===== src/design/pcx_chan_exit_unit_unused_guard.sv =====
`default_nettype none
`default_nettype wire


===== src/design/pcx_pkg.sv =====
`default_nettype none
package pcx_pkg;
  localparam int unsigned ADDR_W  = 24;
  localparam int unsigned NUM_CH  = 32;
  localparam int unsigned CH_W    = 5;
  localparam int unsigned XA_W    = 8;
  localparam int unsigned DATA_W  = 32;
  localparam int unsigned RADDR_W = 4;

  // operation codes (g and h fields together)
  localparam logic [6:0] OP_ERR_EXIT = 7'h00;
  localparam logic [6:0] OP_CHAN     = 7'h01;
  // i field selects the channel operation
  localparam logic [2:0] SUB_SET_CA  = 3'h0;
  localparam logic [2:0] SUB_SET_CL  = 3'h1;
  localparam logic [2:0] SUB_CLR     = 3'h2;
  localparam logic [2:0] FIELD_ZERO  = 3'h0;
  localparam logic [2:0] K_MCLR      = 3'h1;

  // legal channel numbers and special values
  localparam logic [ADDR_W-1:0] CH_LOW      = 24'h000002;
  localparam logic [ADDR_W-1:0] CH_HIGH     = 24'h000019;
  localparam logic [ADDR_W-1:0] ONE_VAL     = 24'h000001;
  localparam logic [ADDR_W-1:0] PARCEL_STEP = 24'h000001;

  // software register indices and reset values
  localparam logic [RADDR_W-1:0] REG_XA       = 4'h0;
  localparam logic [RADDR_W-1:0] REG_DIR      = 4'h1;
  localparam logic [RADDR_W-1:0] REG_STATUS   = 4'h2;
  localparam logic [RADDR_W-1:0] REG_SAVED_PA = 4'h3;
  localparam logic [XA_W-1:0]    XA_RESET     = 8'h00;
  localparam logic [NUM_CH-1:0]  DIR_RESET    = 32'h00000000;

  typedef struct packed {
    logic [3:0] g;
    logic [2:0] h;
    logic [2:0] i;
    logic [2:0] j;
    logic [2:0] k;
  } pcx_parcel_type;

  typedef struct packed {
    logic              wr_ca;
    logic              wr_cl;
    logic              clr_flags;
    logic [CH_W-1:0]   num;
    logic [ADDR_W-1:0] value;
  } pcx_chan_cmd_type;

  typedef enum logic [1:0] {
    ST_IDLE  = 2'b00,
    ST_DRAIN = 2'b01,
    ST_XCHG  = 2'b10
  } pcx_state_type;

  // one bit per channel, used for set and clear masks
  function automatic logic [NUM_CH-1:0] ch_onehot(input logic [CH_W-1:0] n);
    logic [NUM_CH-1:0] m;
    m = '0;
    m[n] = 1'b1;
    return m;
  endfunction
endpackage
`default_nettype wire


===== src/design/pcx_chan_bank.sv =====
`default_nettype none
module pcx_chan_bank (
  input  wire logic                     clk,
  input  wire logic                     rst,
  input  wire pcx_pkg::pcx_chan_cmd_type cmd,
  input  wire logic                     step_valid,
  input  wire logic [4:0]               step_num,
  input  wire logic [31:0]              intr_set,
  input  wire logic [31:0]              err_set,
  output logic [31:0]                   active_reg,
  output logic [31:0]                   intr_reg,
  output logic [31:0]                   err_reg,
  output logic                          start_reg,
  output logic [4:0]                    start_num_reg,
  output logic                          done_reg,
  output logic [23:0]                   word_addr_reg
);
  import pcx_pkg::*;

  logic [ADDR_W-1:0] ca_reg [NUM_CH];
  logic [ADDR_W-1:0] cl_reg [NUM_CH];
  logic [ADDR_W-1:0] ca_next;
  logic              step_go;
  logic              step_last;
  logic [NUM_CH-1:0] clr_mask;

  // a word moves only while active and short of the limit
  assign ca_next   = ca_reg[step_num] + PARCEL_STEP;
  assign step_go   = step_valid && active_reg[step_num] &&
                     (ca_reg[step_num] != cl_reg[step_num]);
  assign step_last = step_go && (ca_next == cl_reg[step_num]);
  assign clr_mask  = cmd.clr_flags ? ch_onehot(cmd.num) : '0;

  // address arrays hold data only, so they carry no reset
  always_ff @(posedge clk) begin
    if (step_go) begin
      ca_reg[step_num] <= ca_next;
    end
    if (cmd.wr_ca) begin
      ca_reg[cmd.num] <= cmd.value;
    end
    if (cmd.wr_cl) begin
      cl_reg[cmd.num] <= cmd.value;
    end
  end

  // activity, start strobe and end of transfer
  always_ff @(posedge clk) begin
    if (rst) begin
      active_reg    <= '0;
      start_reg     <= 1'b0;
      start_num_reg <= '0;
      done_reg      <= 1'b0;
      word_addr_reg <= '0;
    end else begin
      active_reg <= (active_reg & ~(step_last ? ch_onehot(step_num) : '0)) |
                    (cmd.wr_ca ? ch_onehot(cmd.num) : '0);
      start_reg     <= cmd.wr_ca;
      start_num_reg <= cmd.wr_ca ? cmd.num : start_num_reg;
      done_reg      <= step_last;
      if (step_go) begin
        word_addr_reg <= ca_reg[step_num];
      end
    end
  end

  // channel flags: a set in the clearing cycle survives
  always_ff @(posedge clk) begin
    if (rst) begin
      intr_reg <= '0;
      err_reg  <= '0;
    end else begin
      intr_reg <= (intr_reg & ~clr_mask) | intr_set;
      err_reg  <= (err_reg & ~clr_mask) | err_set;
    end
  end
endmodule
`default_nettype wire


===== src/design/pcx_chan_exit_unit.sv =====
// Decided for this implementation: the register addresses and strobed register access.
`default_nettype none
// Functional notes
// - user mode makes privileged ops no-ops
// - opcode zero exchanges, voiding instruction buffers
// - error flag set only outside monitor
// - drain issued work, then exchange to XA
// - saved address is own address plus one
// - error exit ignores i, j, k
// - 0010jk loads current address, activates channel
// - address steps per word, ends at limit
// - user mode, j zero, bad channel pass
// - k zero loads current address with one
// - 0011jk loads limit, no activation
// - k zero loads limit with one
// - 0012j0 clears interrupt and error flags
// - 0012j1 also master-clear or ready-clear
// - ignored fields never change execution
// - parcel is g4, h3, i3, j3, k3
module pcx_chan_exit_unit (
  input  wire logic                   clk,
  input  wire logic                   rst,
  input  wire logic                   instr_valid,
  input  wire pcx_pkg::pcx_parcel_type instr,
  input  wire logic [23:0]            instr_pa,
  input  wire logic                   monitor_mode,
  input  wire logic [23:0]            aj_val,
  input  wire logic [23:0]            ak_val,
  input  wire logic                   pipe_idle,
  input  wire logic                   xchg_ack,
  input  wire logic                   chan_step_valid,
  input  wire logic [4:0]             chan_step_num,
  input  wire logic [31:0]            chan_intr_set,
  input  wire logic [31:0]            chan_err_set,
  input  wire logic [3:0]             reg_addr,
  input  wire logic [31:0]            reg_wdata,
  input  wire logic                   reg_wr,
  input  wire logic                   reg_rd,
  output logic [31:0]                 reg_rdata,
  output logic                        instr_ready,
  output logic                        instr_done,
  output logic                        xchg_req,
  output logic [7:0]                  xchg_addr,
  output logic [23:0]                 xchg_pa,
  output logic                        ibuf_invalidate,
  output logic                        err_exit_flag_set,
  output logic                        dev_master_clear,
  output logic                        dev_ready_clear,
  output logic [4:0]                  dev_num,
  output logic                        ch_start,
  output logic [4:0]                  ch_start_num,
  output logic                        ch_done,
  output logic [23:0]                 ch_word_addr,
  output logic [31:0]                 ch_active,
  output logic [31:0]                 ch_intr_flags,
  output logic [31:0]                 ch_err_flags
);
  import pcx_pkg::*;

  // privilege, j field and channel range in one check
  function automatic logic chan_allowed(input logic            mm,
                                        input logic [2:0]      j,
                                        input logic [ADDR_W-1:0] a);
    return mm && (j != FIELD_ZERO) && (a >= CH_LOW) && (a <= CH_HIGH);
  endfunction

  pcx_state_type     state_reg;
  pcx_chan_cmd_type  cmd_reg;
  pcx_chan_cmd_type  cmd_next;
  logic              ready_reg;
  logic              done_reg;
  logic              xchg_req_reg;
  logic [XA_W-1:0]   xchg_addr_reg;
  logic [ADDR_W-1:0] saved_pa_reg;
  logic              ibuf_inv_reg;
  logic              err_flag_reg;
  logic              mclr_reg;
  logic              rclr_reg;
  logic [CH_W-1:0]   dev_num_reg;
  logic [XA_W-1:0]   xa_reg;
  logic [NUM_CH-1:0] dir_reg;
  logic [DATA_W-1:0] rdata_reg;

  logic [6:0]        opcode;
  logic              accept;
  logic              is_err;
  logic              is_chan;
  logic              chan_ok;
  logic              do_mclr;
  logic [ADDR_W-1:0] value_sel;
  logic [CH_W-1:0]   sel_num;

  assign opcode  = {instr.g, instr.h};
  assign accept  = instr_valid && ready_reg;
  // ignored fields kept out of decode
  // error exit decodes on gh only
  assign is_err  = accept && (opcode == OP_ERR_EXIT);
  assign is_chan = accept && (opcode == OP_CHAN) && (instr.i <= SUB_CLR);
  assign chan_ok = is_chan && chan_allowed(monitor_mode, instr.j, aj_val);
  assign sel_num = aj_val[CH_W-1:0];
  assign do_mclr = chan_ok && (instr.i == SUB_CLR) && (instr.k == K_MCLR);
  assign value_sel = (instr.k == FIELD_ZERO) ? ONE_VAL : ak_val;

  // channel command built in the decode cycle
  always_comb begin
    cmd_next = '0;
    if (chan_ok) begin
      cmd_next.num       = sel_num;
      cmd_next.value     = value_sel;
      cmd_next.wr_ca     = (instr.i == SUB_SET_CA);
      cmd_next.wr_cl     = (instr.i == SUB_SET_CL);
      cmd_next.clr_flags = (instr.i == SUB_CLR);
    end
  end

  // command register feeding the channel bank
  always_ff @(posedge clk) begin
    if (rst) begin
      cmd_reg <= '0;
    end else begin
      cmd_reg <= cmd_next;
    end
  end

  // device-side clears; direction comes from software map
  always_ff @(posedge clk) begin
    if (rst) begin
      mclr_reg    <= 1'b0;
      rclr_reg    <= 1'b0;
      dev_num_reg <= '0;
    end else begin
      mclr_reg <= do_mclr && dir_reg[sel_num];
      rclr_reg <= do_mclr && !dir_reg[sel_num];
      if (do_mclr) begin
        dev_num_reg <= sel_num;
      end
    end
  end

  // error exit sequencer; only one instruction is taken at a time
  always_ff @(posedge clk) begin
    if (rst) begin
      state_reg     <= ST_IDLE;
      ready_reg     <= 1'b1;
      xchg_req_reg  <= 1'b0;
      xchg_addr_reg <= XA_RESET;
      saved_pa_reg  <= '0;
      ibuf_inv_reg  <= 1'b0;
      err_flag_reg  <= 1'b0;
    end else begin
      ibuf_inv_reg <= 1'b0;
      err_flag_reg <= 1'b0;
      case (state_reg)
        ST_IDLE: begin
          if (is_err) begin
            state_reg    <= ST_DRAIN;
            ready_reg    <= 1'b0;
            saved_pa_reg <= instr_pa + PARCEL_STEP;
            err_flag_reg <= !monitor_mode;
          end
        end
        ST_DRAIN: begin
          if (pipe_idle) begin
            state_reg     <= ST_XCHG;
            xchg_req_reg  <= 1'b1;
            xchg_addr_reg <= xa_reg;
            ibuf_inv_reg  <= 1'b1;
          end
        end
        ST_XCHG: begin
          if (xchg_ack) begin
            state_reg    <= ST_IDLE;
            ready_reg    <= 1'b1;
            xchg_req_reg <= 1'b0;
          end
        end
        default: begin
          state_reg    <= ST_IDLE;
          ready_reg    <= 1'b1;
          xchg_req_reg <= 1'b0;
        end
      endcase
    end
  end

  // completion pulse: passes finish too, so the issue stage stalls only during an error exit
  always_ff @(posedge clk) begin
    if (rst) begin
      done_reg <= 1'b0;
    end else begin
      done_reg <= (accept && !is_err) ||
                  ((state_reg == ST_XCHG) && xchg_ack);
    end
  end

  // software registers: exchange address and channel direction map
  always_ff @(posedge clk) begin
    if (rst) begin
      xa_reg  <= XA_RESET;
      dir_reg <= DIR_RESET;
    end else if (reg_wr) begin
      case (reg_addr)
        REG_XA:  xa_reg  <= reg_wdata[XA_W-1:0];
        REG_DIR: dir_reg <= reg_wdata;
        default: begin
        end
      endcase
    end
  end

  // read data stands for the one cycle after the strobe
  always_ff @(posedge clk) begin
    if (rst) begin
      rdata_reg <= '0;
    end else begin
      rdata_reg <= '0;
      if (reg_rd) begin
        case (reg_addr)
          REG_XA:       rdata_reg <= {{(DATA_W-XA_W){1'b0}}, xa_reg};
          REG_DIR:      rdata_reg <= dir_reg;
          REG_STATUS:   rdata_reg <= {28'h0000000, xchg_req_reg, ready_reg,
                                      state_reg};
          REG_SAVED_PA: rdata_reg <= {8'h00, saved_pa_reg};
          default:      rdata_reg <= '0;
        endcase
      end
    end
  end

  // channel address registers, flags and transfer stepping
  pcx_chan_bank u_bank (
    .clk           (clk),
    .rst           (rst),
    .cmd           (cmd_reg),
    .step_valid    (chan_step_valid),
    .step_num      (chan_step_num),
    .intr_set      (chan_intr_set),
    .err_set       (chan_err_set),
    .active_reg    (ch_active),
    .intr_reg      (ch_intr_flags),
    .err_reg       (ch_err_flags),
    .start_reg     (ch_start),
    .start_num_reg (ch_start_num),
    .done_reg      (ch_done),
    .word_addr_reg (ch_word_addr)
  );

  assign reg_rdata         = rdata_reg;
  assign instr_ready       = ready_reg;
  assign instr_done        = done_reg;
  assign xchg_req          = xchg_req_reg;
  assign xchg_addr         = xchg_addr_reg;
  assign xchg_pa           = saved_pa_reg;
  assign ibuf_invalidate   = ibuf_inv_reg;
  assign err_exit_flag_set = err_flag_reg;
  assign dev_master_clear  = mclr_reg;
  assign dev_ready_clear   = rclr_reg;
  assign dev_num           = dev_num_reg;
endmodule
`default_nettype wire


===== config.mk =====
export PLATFORM = sky130hd
export DESIGN_NAME = pcx_chan_exit_unit
export DESIGN_NICKNAME = d
export VERILOG_FILES = /design/src/design/pcx_chan_exit_unit_unused_guard.sv /design/src/design/pcx_pkg.sv /design/src/design/pcx_chan_bank.sv /design/src/design/pcx_chan_exit_unit.sv
export SDC_FILE = /design/constraint.sdc
export NUM_CORES = 2
export LEC_CHECK = 0
export BUFFER_PORTS_ARGS = -buffer_cell sky130_fd_sc_hd__buf_2
export CORE_MARGIN = 10
export CORE_UTILIZATION = 42
export DETAILED_ROUTE_END_ITERATION = 8
export PLACE_DENSITY = 0.54
export SYNTH_ARGS = -nofsm -noshare
export SYNTH_HDL_FRONTEND = slang
export SYNTH_SLANG_ARGS = --single-unit

===== constraint.sdc =====
create_clock -name clk -period 6.4 [get_ports clk]
set_clock_uncertainty 0.1 [all_clocks]
set_input_delay 0.64 -clock clk [delete_from_list [all_inputs] [get_ports clk]]
set_output_delay 0.64 -clock clk [all_outputs]
set_load 0.1 [all_outputs]

**Yosys cells after proc, flatten, opt, wreduce, memory -nomap -nowiden**

Memories as Yosys holds them, arrays and structs flattened.
Cells that the tools add are included.

- Equality and inequality tests: 14
- Muxes and demuxes: 30
- Reductions and logical operators: 41
- Bitwise gates (word level): 13
- $add $sub $neg: 2
- Order comparisons: 8

Operators with widths:

| kind | number |
|---|---|
| $pmux 32 s4 | 1 |
| $and 32x32->32 | 3 |
| $mux 32 | 3 |
| $or 32x32->32 | 3 |
| $not 32->32 | 2 |
| $add 24x1->24 const B | 2 |
| $eq 24x24->1 | 1 |
| $ge 24x2->1 const B | 1 |
| $le 24x5->1 const B | 1 |
| $ne 24x24->1 | 1 |
| $logic_and 1x1->1 | 19 |
| $lt 5x6->1 const B | 3 |
| $mux 1 | 16 |
| $bmux 1 s5 | 2 |
| $demux 1 s5 | 2 |
| $ge 5x1->1 const B | 2 |
| $reduce_and 3->1 | 3 |
| $eq 4x2->1 const B | 2 |
| $reduce_and 2->1 | 4 |
| $eq 7x1->1 const B | 1 |
| $logic_not 7->1 | 1 |
| $eq 3x1->1 const B | 2 |
| $logic_not 3->1 | 2 |
| $mux 2 | 3 |
| 16 further kinds | 28 |

- RAM bits: 1536
- Memories kept: 2
- Word-level logic and storage cells: 137
- Register bits: 277
- Output and inout bits: 203

Memories:

| name | depth | width | rd ports | clocked after memory_dff | wr ports | RTL line | source |
|---|---|---|---|---|---|---|---|
| u_bank.ca_reg | 32 | 24 | 1 | 0 | 2 | pcx_chan_bank.sv:20 | `logic [ADDR_W-1:0] ca_reg [NUM_CH];` |
| u_bank.cl_reg | 32 | 24 | 1 | 0 | 1 | pcx_chan_bank.sv:21 | `logic [ADDR_W-1:0] cl_reg [NUM_CH];` |

**Logic depth before layout (Yosys ltp)**

- Word-level depth: 9
- Gate-level depth with buffers: 19

**By module**

From an unflattened synthesis, not the netlist that was laid out.

- Cell total of the unflattened synthesis: 6782
- Area total of the unflattened synthesis: 79871.6 sq um

By module, submodules not included:

| module | cells an instance | area each (sq um) | instances |
|---|---|---|---|
| pcx_chan_bank | 6149 | 74079.8 | 1 |
| pcx_chan_exit_unit | 633 | 5791.8 | 1 |

**Least setup slack after synthesis**

No wires, ideal clock.

- Path type: input to register
- Start: input chan_step_num[2]
- End: register u_bank.active_reg[11]
- Data arrival time: 4.548 ns
- Stages on the path: 17
- Slack: 1.606 ns
- Library setup time: 0.146 ns
- Required time: 6.154 ns
- Cells stage by stage: buf_4 > or4_1 > buf_2 > o22ai_1 > or4_1 > nor2_1 > inv_1 > clkbuf_1 > ha_1 > clkbuf_1 > nand3_1 > nor4b_1 > xor2_1 > or4_1 > nor4_4 > buf_6 > a41oi_1

- Longest elaborated chain between the ends: 9
- Elaborated cells between the ends (all ways): 19
- Those cells by class: 1 x add/sub; 2 x order compare; 2 x eq/ne; 5 x mux; 3 x bitwise; 4 x reduce/logical; 2 x memory

Ends and longest elaborated chain:

| element | RTL line | source |
|---|---|---|
| start, declared | pcx_chan_exit_unit.sv:32 | `input wire logic [4:0] chan_step_num,` |
| branches (longest 5 deep; another with $mem_v2 32x24) | -- |  |
| $mux 32 (*) | pcx_chan_bank.sv:56 | `active_reg <= (active_reg & ~(step_last ? ch_onehot(step_num) : '0)) \|` |
| $not 32->32 (*) | pcx_chan_bank.sv:56 |  |
| $and 32x32->32 (*) | pcx_chan_bank.sv:56 |  |
| $or 32x32->32 (*) | pcx_chan_bank.sv:56 |  |
| end signal, assigned | pcx_chan_bank.sv:56 |  |
| end, declared | pcx_chan_bank.sv:10 | `output logic [31:0] active_reg,` |

Every way passes the cells marked *. The select of a mux whose other input is x is not followed.
A chain may end at the register's enable or synchronous reset.

==> flow_metrics.tcl <==
set metrics [dict create \
    port_buffers 404 \
    syn_area_um2 80100 \
    drtPass1Iterations 6 \
    grt_pass1_vias 54800 \
    setup_viol 0 \
    die_x_um 457 \
    path_delay_family "simple AND/OR/NAND/NOR gates" \
    start_util 0.422 \
    cts_resized 0 \
    path_clk_slew_ns 0.06 \
    cpPeakStageDelay_ns 0.96 \
    netSwitchingPower_uw 6200 \
    synth_top_area_cell "edfxtp_1" \
    clkSinkCount 1813 \
    die_h_um 457 \
    htreeDepth 4 \
    reg2reg_depth 12 \
    layout.nets 7158 \
    required_ns 6.79 \
    synth_commonest_cells "edfxtp_1, nand2_1, mux2i_1" \
    drv_slew 0 \
    yosysWarningCount 0 \
    fin_crit_ns 5.67 \
    grt_remaining_overflow 0 \
    rsz0062_at_grt "false" \
    core_area_um2 190000 \
    clockRootBuffer "clkbuf_16" \
    switching_share 0.240 \
    grt_pass1_wl_mm 423 \
    drc 0 \
    reg2reg_from "u_bank.ca_reg[21][3]" \
    synth_top_cell_area_share 0.576 \
    cp_common_cell "buf_4" \
    endpoint_kind "flop" \
    slowest_stage "nor4_1" \
    async_flop_share 0 \
    layout-drive-gt1-share 0.178 \
    fillers 16600 \
    p_leak_uw 0.0366 \
    synth_cells 6468 \
    fmax_mhz 176 \
    cts_setup_buffers 0 \
    place_area_um2 85900 \
    first_iter_violations 7610 \
    routed_wl_mm 303 \
    hold_violations 0 \
    gp_congestion 0.928 \
    ys_seq_elements 1813 \
    drv_cap 0 \
    synth_nets 6672 \
    fin_util 0.492 \
    power.density_nw_per_um2 277 \
    cp_max_fo 49 \
    hp-class "primary input to flop" \
    fin_area_um2 93300 \
    area_growth_pct 16.6 \
    max_slew_margin 0.171 \
    period_share 0.886 \
    vias 57300 \
    die_area_um2 209000 \
    status "finished, final reports clean" \
    synth_edf_count 1536 \
    synthTopCellsByArea "edfxtp_1, mux2i_1, dfxtp_1, nand2_1, o22ai_1" \
    antenna_found_initial 13 \
    hold_end "xchg_pa[14]" \
    cts_hold_buf 139 \
    path_cells "buf_8 -> buf_4 -> buf_4 -> mux2i_1 -> o22ai_1 -> nor4_1 -> buf_4 -> nand2_1 -> xor2_1 -> nor4_1 -> and3_1 -> a31o_2 -> nor3_1 -> a21o_1 -> buf_4" \
    synth-main-ff-cell "edfxtp_1" \
    finalSetupTns_ns 0 \
    grt_usage 0.280 \
    clock_latency_ns 0.87 \
    syn_area_per_cell_um2 12.4 \
    cp_num_buf_inv 5 \
    worst_pin_slew_ns 1.24 \
    crit_arrival_ns 6.06 \
    combPwrFrac 0.081 \
    postRouteAntennaNets 0 \
    cts_buffer_depth 3 \
    cts_tree "built" \
    num_rows 160 \
    whs_path_depth 3 \
    synth_sequential_area_ratio 0.645 \
    ir_drop_v 0.000346 \
    cts_inserted_buffers 191 \
    cp-start-kind "primary input" \
    total_power_uw 25900 \
    p_int_uw 19700 \
    ios 405 \
    pwr-share-seq 0.498 \
    r2r-end "u_bank.ca_reg[16][2]" \
    via_per_inst 5.95 \
    clock_power_share 0.420 \
    grt_max_degree 89 \
    wl_per_cell_um 31.5 \
    yosysUniqueCellTypes 75 \
    hpwl_mm 191 \
    worstHoldStart "instr_pa[14]" \
    critical_path_class "primary input to flop" \
    r2r_slack_ns 1.26 \
    post-synth-top-count-cell "edfxtp_1" \
]
## power by group through the flow
stage          logic, µW  registers (µW)  clock network, µW
2_1_floorplan       1090           13400                  0
3_3_place_gp        1970           13100                  0
3_5_place_dp        2000           13100                  0
4_1_cts             2080           12900              11000
5_1_grt             2240           12900              11400
6_report            2110           12900              10900
## kinds of logic (layout without fill, tap and decap cells)
| kind of cell | after synthesis | after routing | share of synthesized area |
|---|---|---|---|
| AO/OA/AOI/OAI | 1058 | 1058 | 0.0788 |
| XOR/XNOR | 77 | 77 | 0.00842 |
| adder cells (fa/ha/maj) | 2 | 2 | 0.000312 |
| buffers and inverters | 570 | 1220 | 0.0355 |
| flip-flops | 1813 | 1813 | 0.645 |
| multiplexers | 899 | 899 | 0.121 |
| other | 0 | 3 | 0 |
| AND/OR/NAND/NOR | 2049 | 2049 | 0.111 |
## tightest hold or removal path: stages
cell      delay (ns)
buf_2           0.13
xnor2_1         0.12
a211oi_1        0.07
## worst max-delay path by stage
stage | start | cells after the start | endpoint | slack, ns
final | chan_step_num[0] | 15 | u_bank.ca_reg[16][2] | 0.73
after global routing | chan_step_num[0] | 15 | u_bank.ca_reg[16][13] | 0.72
after CTS | chan_step_num[0] | 15 | u_bank.ca_reg[16][2] | 0.96
after detailed placement | chan_step_num[0] | 15 | u_bank.ca_reg[16][14] | 0.07
after global placement | chan_step_num[0] | 15 | u_bank.ca_reg[16][14] | 0.13
after floorplan | chan_step_num[2] | 17 | u_bank.active_reg[11] | 1.61
## cell type report
type	count	area (µm²)	area share
diodes	3	7.51	0.0000804
clock buffers	243	5130	0.0550
clock inverters	114	910	0.00975
inverters	5	18.8	0.000201
multi-input cells	4085	26000	0.278
flip-flops and latches	1813	51700	0.554
well taps	2511	3140	0.0337
repair buffers	858	6460	0.0692
## through the flow
| step | setup WS, ns | std cells | hold slack, ns |
|---|---|---|---|
| 6_report | 0.730 | 9632 | 0.0532 |
| 5_1_grt | 0.718 | 9631 | 0.0380 |
| 3_3_place_gp | 0.127 | 9133 | 0.345 |
| 2_1_floorplan | 1.61 | 6468 | 0.342 |
| 3_5_place_dp | 0.0697 | 9133 | 0.350 |
| 4_1_cts | 0.962 | 9629 | 0.000245 |
## layout by cell type, fill, tap and decap left out, types with 13 or more instances in the layout
master / n
xnor2_1: 18
and2_1: 77
clkbuf_16: 195
nand3_1: 28
nand4_1: 19
buf_4: 262
a211oi_1: 21
buf_2: 402
dfxtp_1: 252
xnor2_2: 16
nand2_1: 1465
nor4_1: 101
o21bai_1: 33
clkbuf_1: 41
mux2i_1: 756
clkinv_1: 47
xor2_1: 37
and3_1: 14
edfxtp_1: 1536
nor2_1: 199
mux4_2: 42
clkinv_2: 40
nor3_1: 13
a22oi_1: 37
a21oi_1: 125
o22ai_1: 358
and2_2: 32
a41oi_1: 32
dfxtp_2: 23
buf_12: 53
mux2_2: 100
o21ai_0: 387
a21o_1: 34
dlygate4sd3_1: 139
## routing by layer
layer | GRT usage | wire length, µm
met1 | 0.379 | 124000
met2 | 0.446 | 139000
met3 | 0.0533 | 27500
met4 | 0.103 | 12500
met5 | 0.00597 | 267
No activity file was read; power rests on OpenSTA's default activity.
